[src/shared/ilpc_consts.svh]
// Purpose: offsets, field positions, reset values for level control
// Assumes: offsets are word indices, byte address is four times index
// Notes: definitions only
`ifndef ILPC_CONSTS_SVH
`define ILPC_CONSTS_SVH
`define OFS_ENABLE 16'hF020
`define OFS_IN_SERVICE 16'hF022
`define OFS_EXT_LEVEL 16'hF024
`define OFS_SER_LEVEL 16'hF026
`define OFS_EVT_STATUS 16'hF030
`define OFS_EVT_MASK 16'hF032
`define RST_LEVEL 16'h0000
`define RST_IN_SERVICE 8'h00
`define BIT_ON 0
`define BIT_NMI 7
`define SER_USED_MASK 16'h3FFF
`define NUM_EXT 8
`define NUM_SER 7
`define EVT_MASKABLE 0
`define EVT_NMI 1
`define EVT_LOCKED_WR 2
`endif

[src/shared/ilpc_pkg.sv]
// Purpose: shared types of the level priority controller
// Assumes: nothing
// Notes: types only, constants live in the header
package ilpc_pkg;
   typedef logic [1:0] level_t;
   typedef logic [3:0] src_id_t;
   typedef logic [2:0] evt_t;
endpackage

[src/core/interrupt_level_priority_control.sv]
// Purpose: level priority and in-service tracking for maskable irqs
// Assumes: classic wishbone, requests arrive already enable-gated
// Notes: one clock, async active-low reset
// Notes on behaviour
// - bit 7 of in-service register shows non-maskable handling, resets 0
// - each source has 2-bit level, 00 is level 1, 11 level 4
// - among competing requests the higher configured level wins
// - level register writes take effect only while level control is on
// - external source n level sits at bits 2n+1 and 2n
// - serial low byte: serial0, serial0 fifo, i2c bus0, i2c bus1
// - serial high byte: uart0 rx, tx, queue; bits 15:14 unused
// - external levels cover first enable group, serial levels the second
// - level registers 16-bit, byte or halfword writable, reset zero
// - enable bit 0 turns level handling on, resets to 0
// - on accept set nmi bit or in-service bit of source level
// - refuse maskable requests below highest set in-service level
// - each in-service write clears only highest set bit; code drops the write while level control is off
//
// The implementer's own choice: the Wishbone interface to the registers.
`timescale 1ns/1ps
`include "ilpc_consts.svh"
module interrupt_level_priority_control #(
   parameter int NUM_EXT = `NUM_EXT,
   parameter int NUM_SER = `NUM_SER
)(
   input wire logic sys_clk,
   input wire logic rstn,
   input wire logic wb_cyc_i,
   input wire logic wb_stb_i,
   input wire logic wb_we_i,
   input wire logic [31:0] wb_adr_i,
   input wire logic [3:0] wb_sel_i,
   input wire logic [31:0] wb_dat_i,
   output logic [31:0] wb_dat_o,
   output logic wb_ack_o,
   input wire logic [NUM_EXT-1:0] ext_irq,
   input wire logic [NUM_SER-1:0] serial_irq,
   input wire logic nmi_req,
   input wire logic cpu_accept,
   output logic req_valid,
   output logic req_nmi,
   output ilpc_pkg::src_id_t req_src,
   output ilpc_pkg::level_t req_level,
   output logic irq_out
);
   localparam int NSRC = NUM_EXT + NUM_SER;

   logic level_ctrl_on;
   logic [7:0] in_service_level_reg;
   logic [15:0] external_irq_level_select;
   logic [15:0] serial_irq_level_select;
   ilpc_pkg::evt_t evt_status;
   ilpc_pkg::evt_t evt_mask;
   ilpc_pkg::evt_t evt_set;
   logic [NSRC-1:0] all_req;
   ilpc_pkg::level_t src_level [NSRC];
   logic [15:0] word_idx;
   logic bus_req;
   logic wr_now;
   logic lo_wr;
   logic hi_wr;
   logic [3:0] maskable_in_service_bits;
   logic [2:0] floor_level;
   logic floor_on;
   logic best_found;
   ilpc_pkg::level_t best_lvl;
   ilpc_pkg::src_id_t best_idx;
   logic [31:0] next_rdata;
   logic [7:0] next_in_service;
   // one-hot register hits and their write strobes
   logic hit_enable;
   logic hit_in_service;
   logic hit_ext_level;
   logic hit_ser_level;
   logic hit_evt_status;
   logic hit_evt_mask;
   logic wr_enable;
   logic wr_in_service;
   logic wr_ext_level;
   logic wr_ser_level;
   logic wr_evt_status;
   logic wr_evt_mask;

   // two-bit field n of a level register
   function automatic ilpc_pkg::level_t field_of(input logic [15:0] r,
                                                 input int n);
      field_of = r[2*n +: 2];
   endfunction

   // byte-lane merge, keeps lanes not selected
   function automatic logic [15:0] merge16(input logic [15:0] old,
                                           input logic [31:0] d,
                                           input logic lo,
                                           input logic hi);
      merge16 = {hi ? d[15:8] : old[15:8], lo ? d[7:0] : old[7:0]};
   endfunction

   // register decode, shared by every write strobe
   function automatic logic reg_hit(input logic [15:0] idx,
                                    input logic [15:0] ofs);
      reg_hit = (idx == ofs);
   endfunction

   // clears the highest set bit only, nmi bit counts highest
   function automatic logic [7:0] drop_top(input logic [7:0] r);
      logic found;
      drop_top = r;
      found = 1'b0;
      for (int i = 7; i >= 0; i--)
      begin
         if (r[i] && !found)
         begin
            drop_top[i] = 1'b0;
            found = 1'b1;
         end
      end
   endfunction

   assign word_idx = wb_adr_i[17:2];
   assign bus_req = wb_cyc_i & wb_stb_i;
   // write lands at the edge where the master sees ack
   assign wr_now = bus_req & wb_we_i & wb_ack_o;
   assign lo_wr = wb_sel_i[0];
   assign hi_wr = wb_sel_i[1];
   assign all_req = {serial_irq, ext_irq};
   assign maskable_in_service_bits = in_service_level_reg[3:0];

   // each strobe lands only at the edge that carries ack
   assign hit_enable = reg_hit(word_idx, `OFS_ENABLE);
   assign hit_in_service = reg_hit(word_idx, `OFS_IN_SERVICE);
   assign hit_ext_level = reg_hit(word_idx, `OFS_EXT_LEVEL);
   assign hit_ser_level = reg_hit(word_idx, `OFS_SER_LEVEL);
   assign hit_evt_status = reg_hit(word_idx, `OFS_EVT_STATUS);
   assign hit_evt_mask = reg_hit(word_idx, `OFS_EVT_MASK);
   assign wr_enable = wr_now & hit_enable;
   assign wr_in_service = wr_now & hit_in_service;
   assign wr_ext_level = wr_now & hit_ext_level;
   assign wr_ser_level = wr_now & hit_ser_level;
   assign wr_evt_status = wr_now & hit_evt_status;
   assign wr_evt_mask = wr_now & hit_evt_mask;

   generate
      for (genvar g = 0; g < NSRC; g++)
      begin : g_lvl
         if (g < NUM_EXT)
         begin : g_ext
            assign src_level[g] = field_of(external_irq_level_select, g);
         end
         else
         begin : g_ser
            assign src_level[g] = field_of(serial_irq_level_select, g - NUM_EXT);
         end
      end
   endgenerate

   // classic wishbone answer, one cycle after request, dropped next cycle
   always_ff @(posedge sys_clk or negedge rstn)
   begin
      if (!rstn)
         wb_ack_o <= 1'b0;
      else
         wb_ack_o <= bus_req & ~wb_ack_o;
   end

   always_comb
   begin
      next_rdata = 32'h0000_0000;
      case (word_idx)
         `OFS_ENABLE: next_rdata[`BIT_ON] = level_ctrl_on;
         `OFS_IN_SERVICE: next_rdata[7:0] = in_service_level_reg;
         `OFS_EXT_LEVEL: next_rdata[15:0] = external_irq_level_select;
         `OFS_SER_LEVEL: next_rdata[15:0] = serial_irq_level_select;
         `OFS_EVT_STATUS: next_rdata[2:0] = evt_status;
         `OFS_EVT_MASK: next_rdata[2:0] = evt_mask;
         default: next_rdata = 32'h0000_0000;
      endcase
   end

   always_ff @(posedge sys_clk or negedge rstn)
   begin
      if (!rstn)
         wb_dat_o <= 32'h0000_0000;
      else if (bus_req & ~wb_ack_o)
         wb_dat_o <= next_rdata;
   end

   always_ff @(posedge sys_clk or negedge rstn)
   begin
      if (!rstn)
         level_ctrl_on <= 1'b0;
      else if (wr_enable && lo_wr)
         level_ctrl_on <= wb_dat_i[`BIT_ON];
   end

   // writes while off are dropped, software must quiesce irqs first
   always_ff @(posedge sys_clk or negedge rstn)
   begin
      if (!rstn)
         external_irq_level_select <= `RST_LEVEL;
      else if (wr_ext_level && level_ctrl_on)
         external_irq_level_select <= merge16(external_irq_level_select,
                                              wb_dat_i, lo_wr, hi_wr);
   end

   always_ff @(posedge sys_clk or negedge rstn)
   begin
      if (!rstn)
         serial_irq_level_select <= `RST_LEVEL;
      else if (wr_ser_level && level_ctrl_on)
         serial_irq_level_select <= merge16(serial_irq_level_select,
                                            wb_dat_i, lo_wr, hi_wr)
                                    & `SER_USED_MASK;
   end

   // floor of acceptance from highest maskable in-service bit
   always_comb
   begin
      floor_on = 1'b0;
      floor_level = 3'h0;
      for (int i = 0; i < 4; i++)
      begin
         if (maskable_in_service_bits[i])
         begin
            floor_on = 1'b1;
            floor_level = 3'(i);
         end
      end
      // nmi in service holds every maskable level off
      if (in_service_level_reg[`BIT_NMI])
      begin
         floor_on = 1'b1;
         floor_level = 3'h4;
      end
   end

   // with control off every source counts as level 1, no floor
   always_comb
   begin
      best_found = 1'b0;
      best_lvl = 2'h0;
      best_idx = 4'h0;
      for (int i = 0; i < NSRC; i++)
      begin
         if (all_req[i] &&
             (!level_ctrl_on || !floor_on ||
              {1'b0, src_level[i]} >= floor_level) &&
             (!best_found ||
              (level_ctrl_on && src_level[i] > best_lvl)))
         begin
            best_found = 1'b1;
            best_lvl = level_ctrl_on ? src_level[i] : 2'h0;
            best_idx = 4'(i);
         end
      end
   end

   // nmi always outranks maskable requests
   always_ff @(posedge sys_clk or negedge rstn)
   begin
      if (!rstn)
      begin
         req_valid <= 1'b0;
         req_nmi <= 1'b0;
         req_src <= 4'h0;
         req_level <= 2'h0;
      end
      else if (cpu_accept)
      begin
         req_valid <= 1'b0;
         req_nmi <= 1'b0;
      end
      else
      begin
         req_valid <= nmi_req | best_found;
         req_nmi <= nmi_req;
         req_src <= best_idx;
         req_level <= best_lvl;
      end
   end

   // clear of the top bit first, then accept sets so a set wins
   always_comb
   begin
      next_in_service = in_service_level_reg;
      if (wr_in_service && level_ctrl_on)
      begin
         next_in_service = drop_top(in_service_level_reg);
      end
      if (cpu_accept && req_valid && level_ctrl_on)
      begin
         if (req_nmi)
            next_in_service[`BIT_NMI] = 1'b1;
         else
            next_in_service[req_level] = 1'b1;
      end
   end

   always_ff @(posedge sys_clk or negedge rstn)
   begin
      if (!rstn)
         in_service_level_reg <= `RST_IN_SERVICE;
      else
         in_service_level_reg <= next_in_service;
   end

   // a refused write still answers, only the event bit records it
   always_comb
   begin
      evt_set = 3'h0;
      evt_set[`EVT_MASKABLE] = cpu_accept & req_valid & ~req_nmi;
      evt_set[`EVT_NMI] = cpu_accept & req_valid & req_nmi;
      evt_set[`EVT_LOCKED_WR] = ~level_ctrl_on &
                                (wr_ext_level | wr_ser_level |
                                 wr_in_service);
   end

   // write-one-to-clear, a new event in the same cycle survives
   always_ff @(posedge sys_clk or negedge rstn)
   begin
      if (!rstn)
         evt_status <= 3'h0;
      else if (wr_evt_status && lo_wr)
         evt_status <= (evt_status & ~wb_dat_i[2:0]) | evt_set;
      else
         evt_status <= evt_status | evt_set;
   end

   always_ff @(posedge sys_clk or negedge rstn)
   begin
      if (!rstn)
         evt_mask <= 3'h0;
      else if (wr_evt_mask && lo_wr)
         evt_mask <= wb_dat_i[2:0];
   end

   always_ff @(posedge sys_clk or negedge rstn)
   begin
      if (!rstn)
         irq_out <= 1'b0;
      else
         irq_out <= |(evt_status & evt_mask);
   end
endmodule // interrupt_level_priority_control

[config.mk]
export PLATFORM = sky130hd
export DESIGN_NAME = interrupt_level_priority_control
export DESIGN_NICKNAME = d
export VERILOG_FILES = /design/src/shared/ilpc_pkg.sv /design/src/core/interrupt_level_priority_control.sv
export VERILOG_INCLUDE_DIRS = /design/src /design/src/shared
export SDC_FILE = /design/constraint.sdc
export NUM_CORES = 1
export LEC_CHECK = 0
export ABC_AREA = 1
export BUFFER_PORTS_ARGS = -buffer_cell sky130_fd_sc_hd__buf_4
export CAP_MARGIN = 0
export CORE_UTILIZATION = 50
export CTS_CLUSTER_DIAMETER = 60
export DETAILED_ROUTE_END_ITERATION = 7
export HOLD_SLACK_MARGIN = 0.08
export PLACE_DENSITY = 0.73
export SETUP_SLACK_MARGIN = 0.1
export SLEW_MARGIN = 20
export SYNTH_ARGS = -nofsm -noshare
export SYNTH_HDL_FRONTEND = slang
export SYNTH_SLANG_ARGS = --single-unit
[constraint.sdc]
create_clock -name sys_clk -period 46 [get_ports sys_clk]
set_input_delay 9.2 -clock sys_clk [delete_from_list [all_inputs] [get_ports sys_clk]]
set_output_delay 9.2 -clock sys_clk [all_outputs]
set_load 0.1 [all_outputs]
Word-level counts from Yosys, hierarchy flattened
Cells that the tools add are included.

word-level totals
  output and inout port bits = 42
  flip-flop bits (word level) = 71
  input port bits = 90
  word-level logic and storage cells = 297

cells by class
  muxes and demuxes = 102
  bitwise operators = 26
  $lt $le $gt $ge = 31
  equality and inequality tests = 6
  reductions and logical operators = 117

operator list
  kind                                                                   count
  16-bit == test (second input constant)                                 6
  2-bit two-way mux                                                      30
  1-bit logical AND                                                      59
  4-bit two-way mux                                                      13
  1-bit two-way mux                                                      47
  2-bit by 3-bit greater-or-equal comparator with 1-bit output           15
  1-bit logical OR                                                       30
  2-bit > comparator                                                     14
  1-bit logical NOT                                                      23
  8-bit two-way mux                                                      2
  8-bit one-hot mux with 2 select lines                                  1
  5-bit one-hot mux with 3 select lines                                  1
  1-bit bitwise AND                                                      14
  3-bit two-way mux                                                      4
  2-bit one-hot mux with 5 select lines                                  1
  8-bit by 4-bit bitwise OR with 8-bit output                            1
  2-bit AND reduction                                                    4
  7-bit two-way mux                                                      1
  3-bit bitwise AND                                                      2
  3-bit bitwise OR                                                       2
  1-bit one-hot mux with 6 select lines                                  1
  2-bit by 4-bit < comparator with 1-bit output (second input constant)  1
  1-bit inverter                                                         3
  3-bit inverter                                                         1
  other kinds (4)                                                        6

Depth between registers and ports, before layout
Gate-level depths: netlist of run 1.

  word-level depth = 82
  depth in mapped cells = 137
  depth with buffers taken out = 137

Least setup slack after synthesis of run 1
No wires, ideal clock.

  kind = input to register
  from = input ext_irq[0]
  to = register req_src[3]
  arrival time = 22.232 ns
  path slack = 23.645 ns
  data required time = 45.877 ns
  buffers on the path = 0
  library setup time = 0.123 ns
  stages on the path = 109
  path through = nand2_1 nor2_1 inv_1 ha_1 inv_1 nor2_1 o21ai_0 nand3_1 nand2_1 a21oi_1 a21oi_1 ha_1 a21oi_1 o21ai_0 nand2_2 nand2_2 o31ai_1 ha_1 [... 73 more ...] ha_1 nand2_1 nand2_1 o21ai_0 nand2_1 nor2_1 inv_1 nand2_2 inv_1 ha_1 a21oi_1 o21ai_0 nand2_1 nand2_1 nor2_1 nand2_1 o21ai_0 inv_1

between the ends
  word-level cells in the longest chain between the ends = 72
  elaborated cells between the ends (all ways) = 111
  classes of those cells = order compare (14); mux (40); reduce/logical (57)

RTL lines
  what                  RTL line                                 source
  from (decl)           interrupt_level_priority_control.sv:36   input wire logic [NUM_EXT-1:0] ext_irq,
  1-bit logical AND *   interrupt_level_priority_control.sv:244  if (all_req[i] &&
  2-bit two-way mux     interrupt_level_priority_control.sv:244
  2-bit > comparator    interrupt_level_priority_control.sv:248  (level_ctrl_on && src_level[i] > best_lvl)))
  1-bit logical AND     interrupt_level_priority_control.sv:248
  1-bit logical OR      interrupt_level_priority_control.sv:247  (!best_found ||
  1-bit logical AND     interrupt_level_priority_control.sv:246  {1'b0, src_level[i]} >= floor_level) &&
  2-bit two-way mux     interrupt_level_priority_control.sv:244
  2-bit > comparator    interrupt_level_priority_control.sv:248
  [... 56 more ...]     n/a
  1-bit logical OR      interrupt_level_priority_control.sv:247
  1-bit logical AND     interrupt_level_priority_control.sv:246
  2-bit two-way mux     interrupt_level_priority_control.sv:244
  2-bit > comparator    interrupt_level_priority_control.sv:248
  1-bit logical AND     interrupt_level_priority_control.sv:248
  1-bit logical OR      interrupt_level_priority_control.sv:247
  1-bit logical AND     interrupt_level_priority_control.sv:246
  4-bit two-way mux *   interrupt_level_priority_control.sv:244
  to (signal assigned)  interrupt_level_priority_control.sv:276  req_src <= best_idx;
  to (decl)             interrupt_level_priority_control.sv:42   output ilpc_pkg::src_id_t req_src,

Every way passes the cells marked *; elsewhere a longest branch is shown, timed or not.
A chain may end at the register's enable or synchronous reset.

Worst setup path in the final report of run 1
Ends and elaborated chain as after synthesis.

==> key figures, run 1 <==
Power
  – Pwr per Cell Area: 22.3 nW/µm²
  – Pint: 0.0943 mW
  – NetSw: 0.0473 mW
  – Clock power share: 33.3%
  – Maximum vdd ir drop: 21.9 µV
  – P_leak: 3.18 nW
  – Combinational fraction of design power: 22.7%
  – Net Sw Frac: 33.4%
  – Seq pwr share: 44.0%

Layout
  – Fin cells: 982
  – Nets: 987
  – Most frequent cells in the layout: nand2_1, inv_1, buf_4, o21ai_0, dfrtp_1
  – Biggest regs: external_irq_level_select: 16 flops, wb_dat_o: 16 flops, serial_irq_level_select: 14 flops
  – Syn-to-layout area delta: 15.7%
  – Share of cells above drive strength 1: 18.8%
  – Leading cell type in the layout, fill and taps excluded: nand2_1
  – Antenna Cells: 0
  – Fillers: 1,002

Detailed routing
  – DRT Pass-1 Iters: 5
  – WL per Instance: 15.3 µm
  – Post-route ant nets: 0
  – Initial DRC count: 371
  – Routed WL: 15,000 µm
  – DRC violations left: 0
  – DR vias: 5,279
  – Detailed-route vias per instance: 5.38

GRT
  – First-pass GRT wire length: 24,800 µm
  – Antenna violations before repair: 0
  – Largest net degree at the start of global routing: 69
  – Number of global-route vias before repair: 5,217
  – Total GRT Usage: 27.8%
  – GRT overflow: 0

CTS
  – Clk slew on worst S/H paths: 0.07 ns
  – Hold Buf Count CTS: 0
  – Resized cells post-CTS: 0
  – CTS tree: done
  – Clock latency on the worst-skew pair: 0.35 ns
  – Post-CTS Repair Setup Buffers: 0
  – # H-tree levels: 3
  – Clock Path Buffers: 2
  – Num Clock Sinks: 68
  – Total CTS buffers: 9
  – Root Buffer: clkbuf_8

Setup path
  – FF-to-FF path depth: 116
  – Register-to-register setup slack: 28.88 ns
  – Crit path kind: in -> reg
  – CP peak stage delay: 0.35 ns
  – Critical Path Fanout Max: 7
  – Nature of the critical path endpoint: flop
  – Slowest cell on crit path: o31ai_1
  – Required time of the critical path: 46.24 ns
  – CP startpoint kind: input port
  – Crit path DAT: 24.41 ns
  – Reg2reg start: in_service_level_reg[7]$_DFF_PN0_
  – Reg2Reg Capture Point: req_src[3]$_DFFE_PN0N_

Yosys
  – Synth unique cells: 44
  – Top FF cell, synth: dfrtp_1
  – Post-Synthesis Cells: 762
  – Cell Area, Synth: 5490 µm²
  – Mean Syn Cell Area: 7.20 µm²
  – Register area share after synthesis: 31.0%
  – Ys Warns: 0
  – Yosys reg bits: 68
  – Async SR Flop Fraction: 100%
  – Post-synth EDFFs: 0

Hold path
  – WHS Endpoint: wb_dat_o[2]$_DFFE_PN0P_
  – Hold Path Stages: 2
  – HP Class: reg -> reg
  – HP Start: wb_dat_o[2]$_DFFE_PN0P_

Timing
  – Final setup violation count: 0
  – Final Critical Period: 24.17 ns
  – Hold_ws: 0.486 ns
  – Max-slew headroom: 35.7%
  – Skew final: 0.00981 ns
  – Fmax: 0.0414 GHz
  – Crit share post-route: 52.5%
  – Worst Tran Pin Value: 0.961 ns
  – Final hold violation count: 0
  – Sum Neg Setup Slack: 0 ns
  – Setup ws final: 21.83 ns
  – Slew Viols, Final: 0
  – Setup repair after global routing missed its margin: no

Die
  – Core box area: 10,500 µm²
  – Die height: 107 µm
  – Die Area: 11,400 µm²
  – Io pins: 132
  – FP Rows: 37
  – Die width: 107 µm
  – Starting Density: 52.5%

Place
  – Placer Congestion: 0.882
  – DP Wirelength: 11,500 µm
  – PortBufs: 81
  – Pre-CTS WS: 21.61 ns
  – Placed cell count: 969

Job
  – Max-Cap Viols: 0

Status
  – Status: complete, no violations
cells by family (layout without fill, tap and decap cells):
logic type | count (synthesis) | after routing | synth area share [%]
AO/OA/AOI/OAI | 163 | 163 | 17.6
adder cells (fa/ha/maj) | 53 | 53 | 12.1
buffers and inverters | 162 | 231 | 12.5
flip-flops | 68 | 68 | 31.0
multiplexers | 2 | 2 | 0.410
other | 1 | 16 | 0.0683
AND/OR/NAND/NOR | 313 | 313 | 26.4
power groups by stage:
stage	Clock, mW	Sequential (mW)	Combinational, mW
finish	0.0472	0.0622	0.0322
global route	0.0511	0.0623	0.0343
CTS	0.0480	0.0622	0.0323
detailed placement	0	0.0633	0.0322
global placement	0	0.0633	0.0316
floorplan	0	0.0731	0.0138
through the flow:
step | total power [mW] | area [µm²] | utilization, %
3_3_place_gp | 0.0949 | 6170 | 59.0
2_1_floorplan | 0.0869 | 5540 | -
5_1_grt | 0.148 | 6350 | 60.7
3_5_place_dp | 0.0956 | 6170 | 59.0
6_report | 0.142 | 6350 | 60.7
4_1_cts | 0.143 | 6350 | 60.7
layer usage:
| layer | track usage, % | vias up | part of all wire (%) |
|---|---|---|---|
| met4 | 10.4 | 0 | 2.8 |
| met2 | 47.3 | 174 | 48 |
| met5 | 0 | - | 0 |
| met3 | 4.80 | 31 | 5.5 |
| li1 | - | 2618 | - |
| met1 | 35.3 | 2456 | 43 |
how the worst max path moves through the flow:
| stage | cells after the start | endpoint | slack, ns | startpoint |
|---|---|---|---|---|
| 2_1_floorplan | 109 | req_src[3]$_DFFE_PN0N_ | 23.64 | ext_irq[0] |
| 6_report | 110 | req_src[3]$_DFFE_PN0N_ | 21.83 | ext_irq[0] |
| 5_1_grt | 110 | req_src[3]$_DFFE_PN0N_ | 20.09 | ext_irq[0] |
| 3_5_place_dp | 110 | req_src[3]$_DFFE_PN0N_ | 21.61 | ext_irq[0] |
| 3_3_place_gp | 110 | req_src[3]$_DFFE_PN0N_ | 21.99 | ext_irq[0] |
| 4_1_cts | 110 | req_src[3]$_DFFE_PN0N_ | 21.89 | ext_irq[0] |
cell type report:
type / count / area, µm² / area share (%)
Tap cell: 136 / 170 / 2.68
Inverter: 132 / 495 / 7.81
Sequential cell: 68 / 1700 / 26.8
Clock buffer: 10 / 138 / 2.17
Timing Repair Buffer: 86 / 646 / 10.2
Clock inverter: 3 / 40.0 / 0.631
Multi-Input combinational cell: 547 / 3160 / 49.7
synthesized netlist by cell type (4+ instances only):
| cell | instances | area, µm² |
|---|---|---|
| a21boi_0 | 8 | 60.1 |
| a21oi_1 | 32 | 160 |
| a221oi_1 | 7 | 61.3 |
| buf_4 | 16 | 120 |
| clkbuf_1 | 8 | 30.0 |
| dfrtp_1 | 68 | 1700 |
| ha_1 | 53 | 663 |
| inv_1 | 129 | 484 |
| nand2_1 | 163 | 612 |
| nand2_2 | 29 | 181 |
| nand2_4 | 5 | 56.3 |
| nand3_1 | 31 | 155 |
| nand3_2 | 9 | 90.1 |
| nand4_1 | 6 | 37.5 |
| nor2_1 | 49 | 184 |
| nor3_1 | 8 | 40.0 |
| nor4_1 | 4 | 25.0 |
| o21ai_0 | 81 | 405 |
| o21ai_2 | 6 | 52.6 |
| o22ai_1 | 7 | 43.8 |
| o31ai_1 | 12 | 90.1 |
critical path: cells and delay by family:
family                   cells  cell delay (ns)
AO/OA/AOI/OAI               35             5.95
adder cells (fa/ha/maj)     14             4.07
buffers and inverters       12             0.77
AND/OR/NAND/NOR             49             4.39
Note: power is estimated with default switching activity, not from simulation.
==> run 2, diff against run 1 <==
- PLACE_DENSITY: 0.73 -> 0.76
- clock period: 46 -> 20.6 ns (I/O delays scaled with it)
==> key figures, run 2 (synthesized netlist as in run 1, its figures left out) <==
Timing
  – Setup repair after global routing missed its margin: no
  – Sum Neg Setup Slack: 0 ns
  – Final Critical Period: 18.88 ns
  – Final hold violation count: 0
  – Fmax: 0.0530 GHz
  – Skew final: 0.0108 ns
  – Max-slew headroom: 35.2%
  – Slew Viols, Final: 0
  – Hold_ws: 0.496 ns
  – Final setup violation count: 0
  – Crit share post-route: 91.7%
  – Worst Tran Pin Value: 0.968 ns

Power
  – Pwr per Cell Area: 53.8 nW/µm²
  – Maximum vdd ir drop: 40.5 µV
  – P_leak: 3.21 nW

CTS
  – Post-CTS Repair Setup Buffers: 0
  – Root Buffer: clkbuf_8
  – Clk slew on worst S/H paths: 0.08 ns
  – Total CTS buffers: 9
  – Clock Path Buffers: 2
  – CTS tree: done
  – Clock latency on the worst-skew pair: 0.34 ns
  – # H-tree levels: 3
  – Num Clock Sinks: 68

GRT
  – Met2 GRT Util: 45.8%
  – GRT overflow: 0
  – First-pass GRT wire length: 24,500 µm
  – Number of global-route vias before repair: 5,222
  – Most used routing layer in global routing: met2
  – Antenna violations before repair: 0
  – Total GRT Usage: 27.2%
  – Largest net degree at the start of global routing: 69
  – Met1 usage: 34.6%
  – Met3 Usage GRT: 4.32%

Setup path
  – Slowest cell on crit path: ha_1
  – Crit-path most repeated cell: nand2_1
  – CP startpoint kind: input port
  – Nature of the critical path endpoint: flop
  – Critical Path Fanout Max: 7
  – Required time of the critical path: 20.83 ns
  – Crit path DAT: 19.11 ns
  – CP peak stage delay: 0.30 ns
  – Crit path kind: in -> reg

Detailed routing
  – Post-route ant nets: 0
  – WL per Instance: 15.1 µm
  – Detailed-route vias per instance: 5.40
  – Initial DRC count: 245
  – DRC violations left: 0
  – Routed WL: 14,900 µm
  – DRT Pass-1 Iters: 5
  – DR vias: 5,322

Layout
  – Syn-to-layout area delta: 17.1%
  – Fillers: 968
  – Share of cells above drive strength 1: 19.4%
  – Biggest regs: external_irq_level_select: 16 flops, wb_dat_o: 16 flops, serial_irq_level_select: 14 flops
  – Nets: 987
  – Antenna Cells: 0
  – Fin util: 61.4%
  – Leading cell type in the layout, fill and taps excluded: nand2_1
  – Fin cells: 985
  – Most frequent cells in the layout: nand2_1, inv_1, buf_4, o21ai_0, dfrtp_1

Die
  – Starting Density: 52.5%
  – Die width: 107 µm
  – Die height: 107 µm
  – Io pins: 132
  – Core box area: 10,500 µm²
  – FP Rows: 37
  – Die Area: 11,400 µm²

Job
  – Max-Cap Viols: 0

Status
  – Status: complete, no violations

Hold path
  – HP Class: reg -> reg

Place
  – DP Wirelength: 11,500 µm
  – PortBufs: 81
  – Placed cell count: 969
  – Placer Congestion: 0.902
-- run 2: critical path: cells and delay by family --
family                   cells  cell delay [ns]
AO/OA/AOI/OAI               34             5.50
adder cells (fa/ha/maj)     14             4.04
buffers and inverters       12             0.76
AND/OR/NAND/NOR             50             4.69
-- run 2: timing repair --
action | 4_1_cts | 5_1_grt
setup endpoints to repair | 0 | 6
gates resized for setup | 0 | 4
hold buffers | 0 | 0
-- run 2: per-layer routing --
layer  routed length, µm  up-vias  share of wire [%]
met5                   0        -                  0
met4                 463        0                3.1
met3                 768       37                5.2
met2                7230      192                 49
met1                6400     2469                 43
li1                    -     2624                  -
-- run 2: report_power, final --
part           leakage [nW]  switching (mW)  internal [mW]
Combinational          2.18          0.0546         0.0173
Sequential            0.911         0.00225          0.137
Clock                 0.117          0.0543         0.0807
Total                  3.21           0.111          0.235
-- run 2: worst paths after layout --
kind	end	startpoint	slack, ns	cells after the start
min	wb_dat_o[2]$_DFFE_PN0P_	wb_dat_o[2]$_DFFE_PN0P_	0.50	2
max	req_src[3]$_DFFE_PN0N_	ext_irq[0]	1.72	110
max reg2reg	req_src[3]$_DFFE_PN0N_	in_service_level_reg[7]$_DFF_PN0_	3.73	116
max in group asynchronous	req_src[3]$_DFFE_PN0N_	rstn	16.16	1
min reg2reg	wb_dat_o[2]$_DFFE_PN0P_	wb_dat_o[2]$_DFFE_PN0P_	0.50	2
min in group asynchronous	wb_dat_o[4]$_DFFE_PN0P_	rstn	3.87	1
-- run 2: through the flow --
| step | worst slack [ns] | cell area (µm²) | power [mW] |
|---|---|---|---|
| finish | 1.72 | 6430 | 0.346 |
| global route | 0.102 | 6430 | 0.359 |
| CTS | 1.47 | 6410 | 0.347 |
| detailed placement | 1.20 | 6170 | 0.213 |
| global placement | 1.76 | 6170 | 0.212 |
| floorplan | 3.32 | 5540 | 0.194 |
-- run 2: layout make-up --
| type | instances | area, µm² | share of cell area [%] |
|---|---|---|---|
| Clock buffer | 10 | 128 | 1.99 |
| Clock inverter | 6 | 111 | 1.73 |
| Inverter | 132 | 495 | 7.71 |
| Multi-Input combinational cell | 547 | 3180 | 49.4 |
| Sequential cell | 68 | 1700 | 26.5 |
| Tap cell | 136 | 170 | 2.65 |
| Timing Repair Buffer | 86 | 646 | 10.0 |
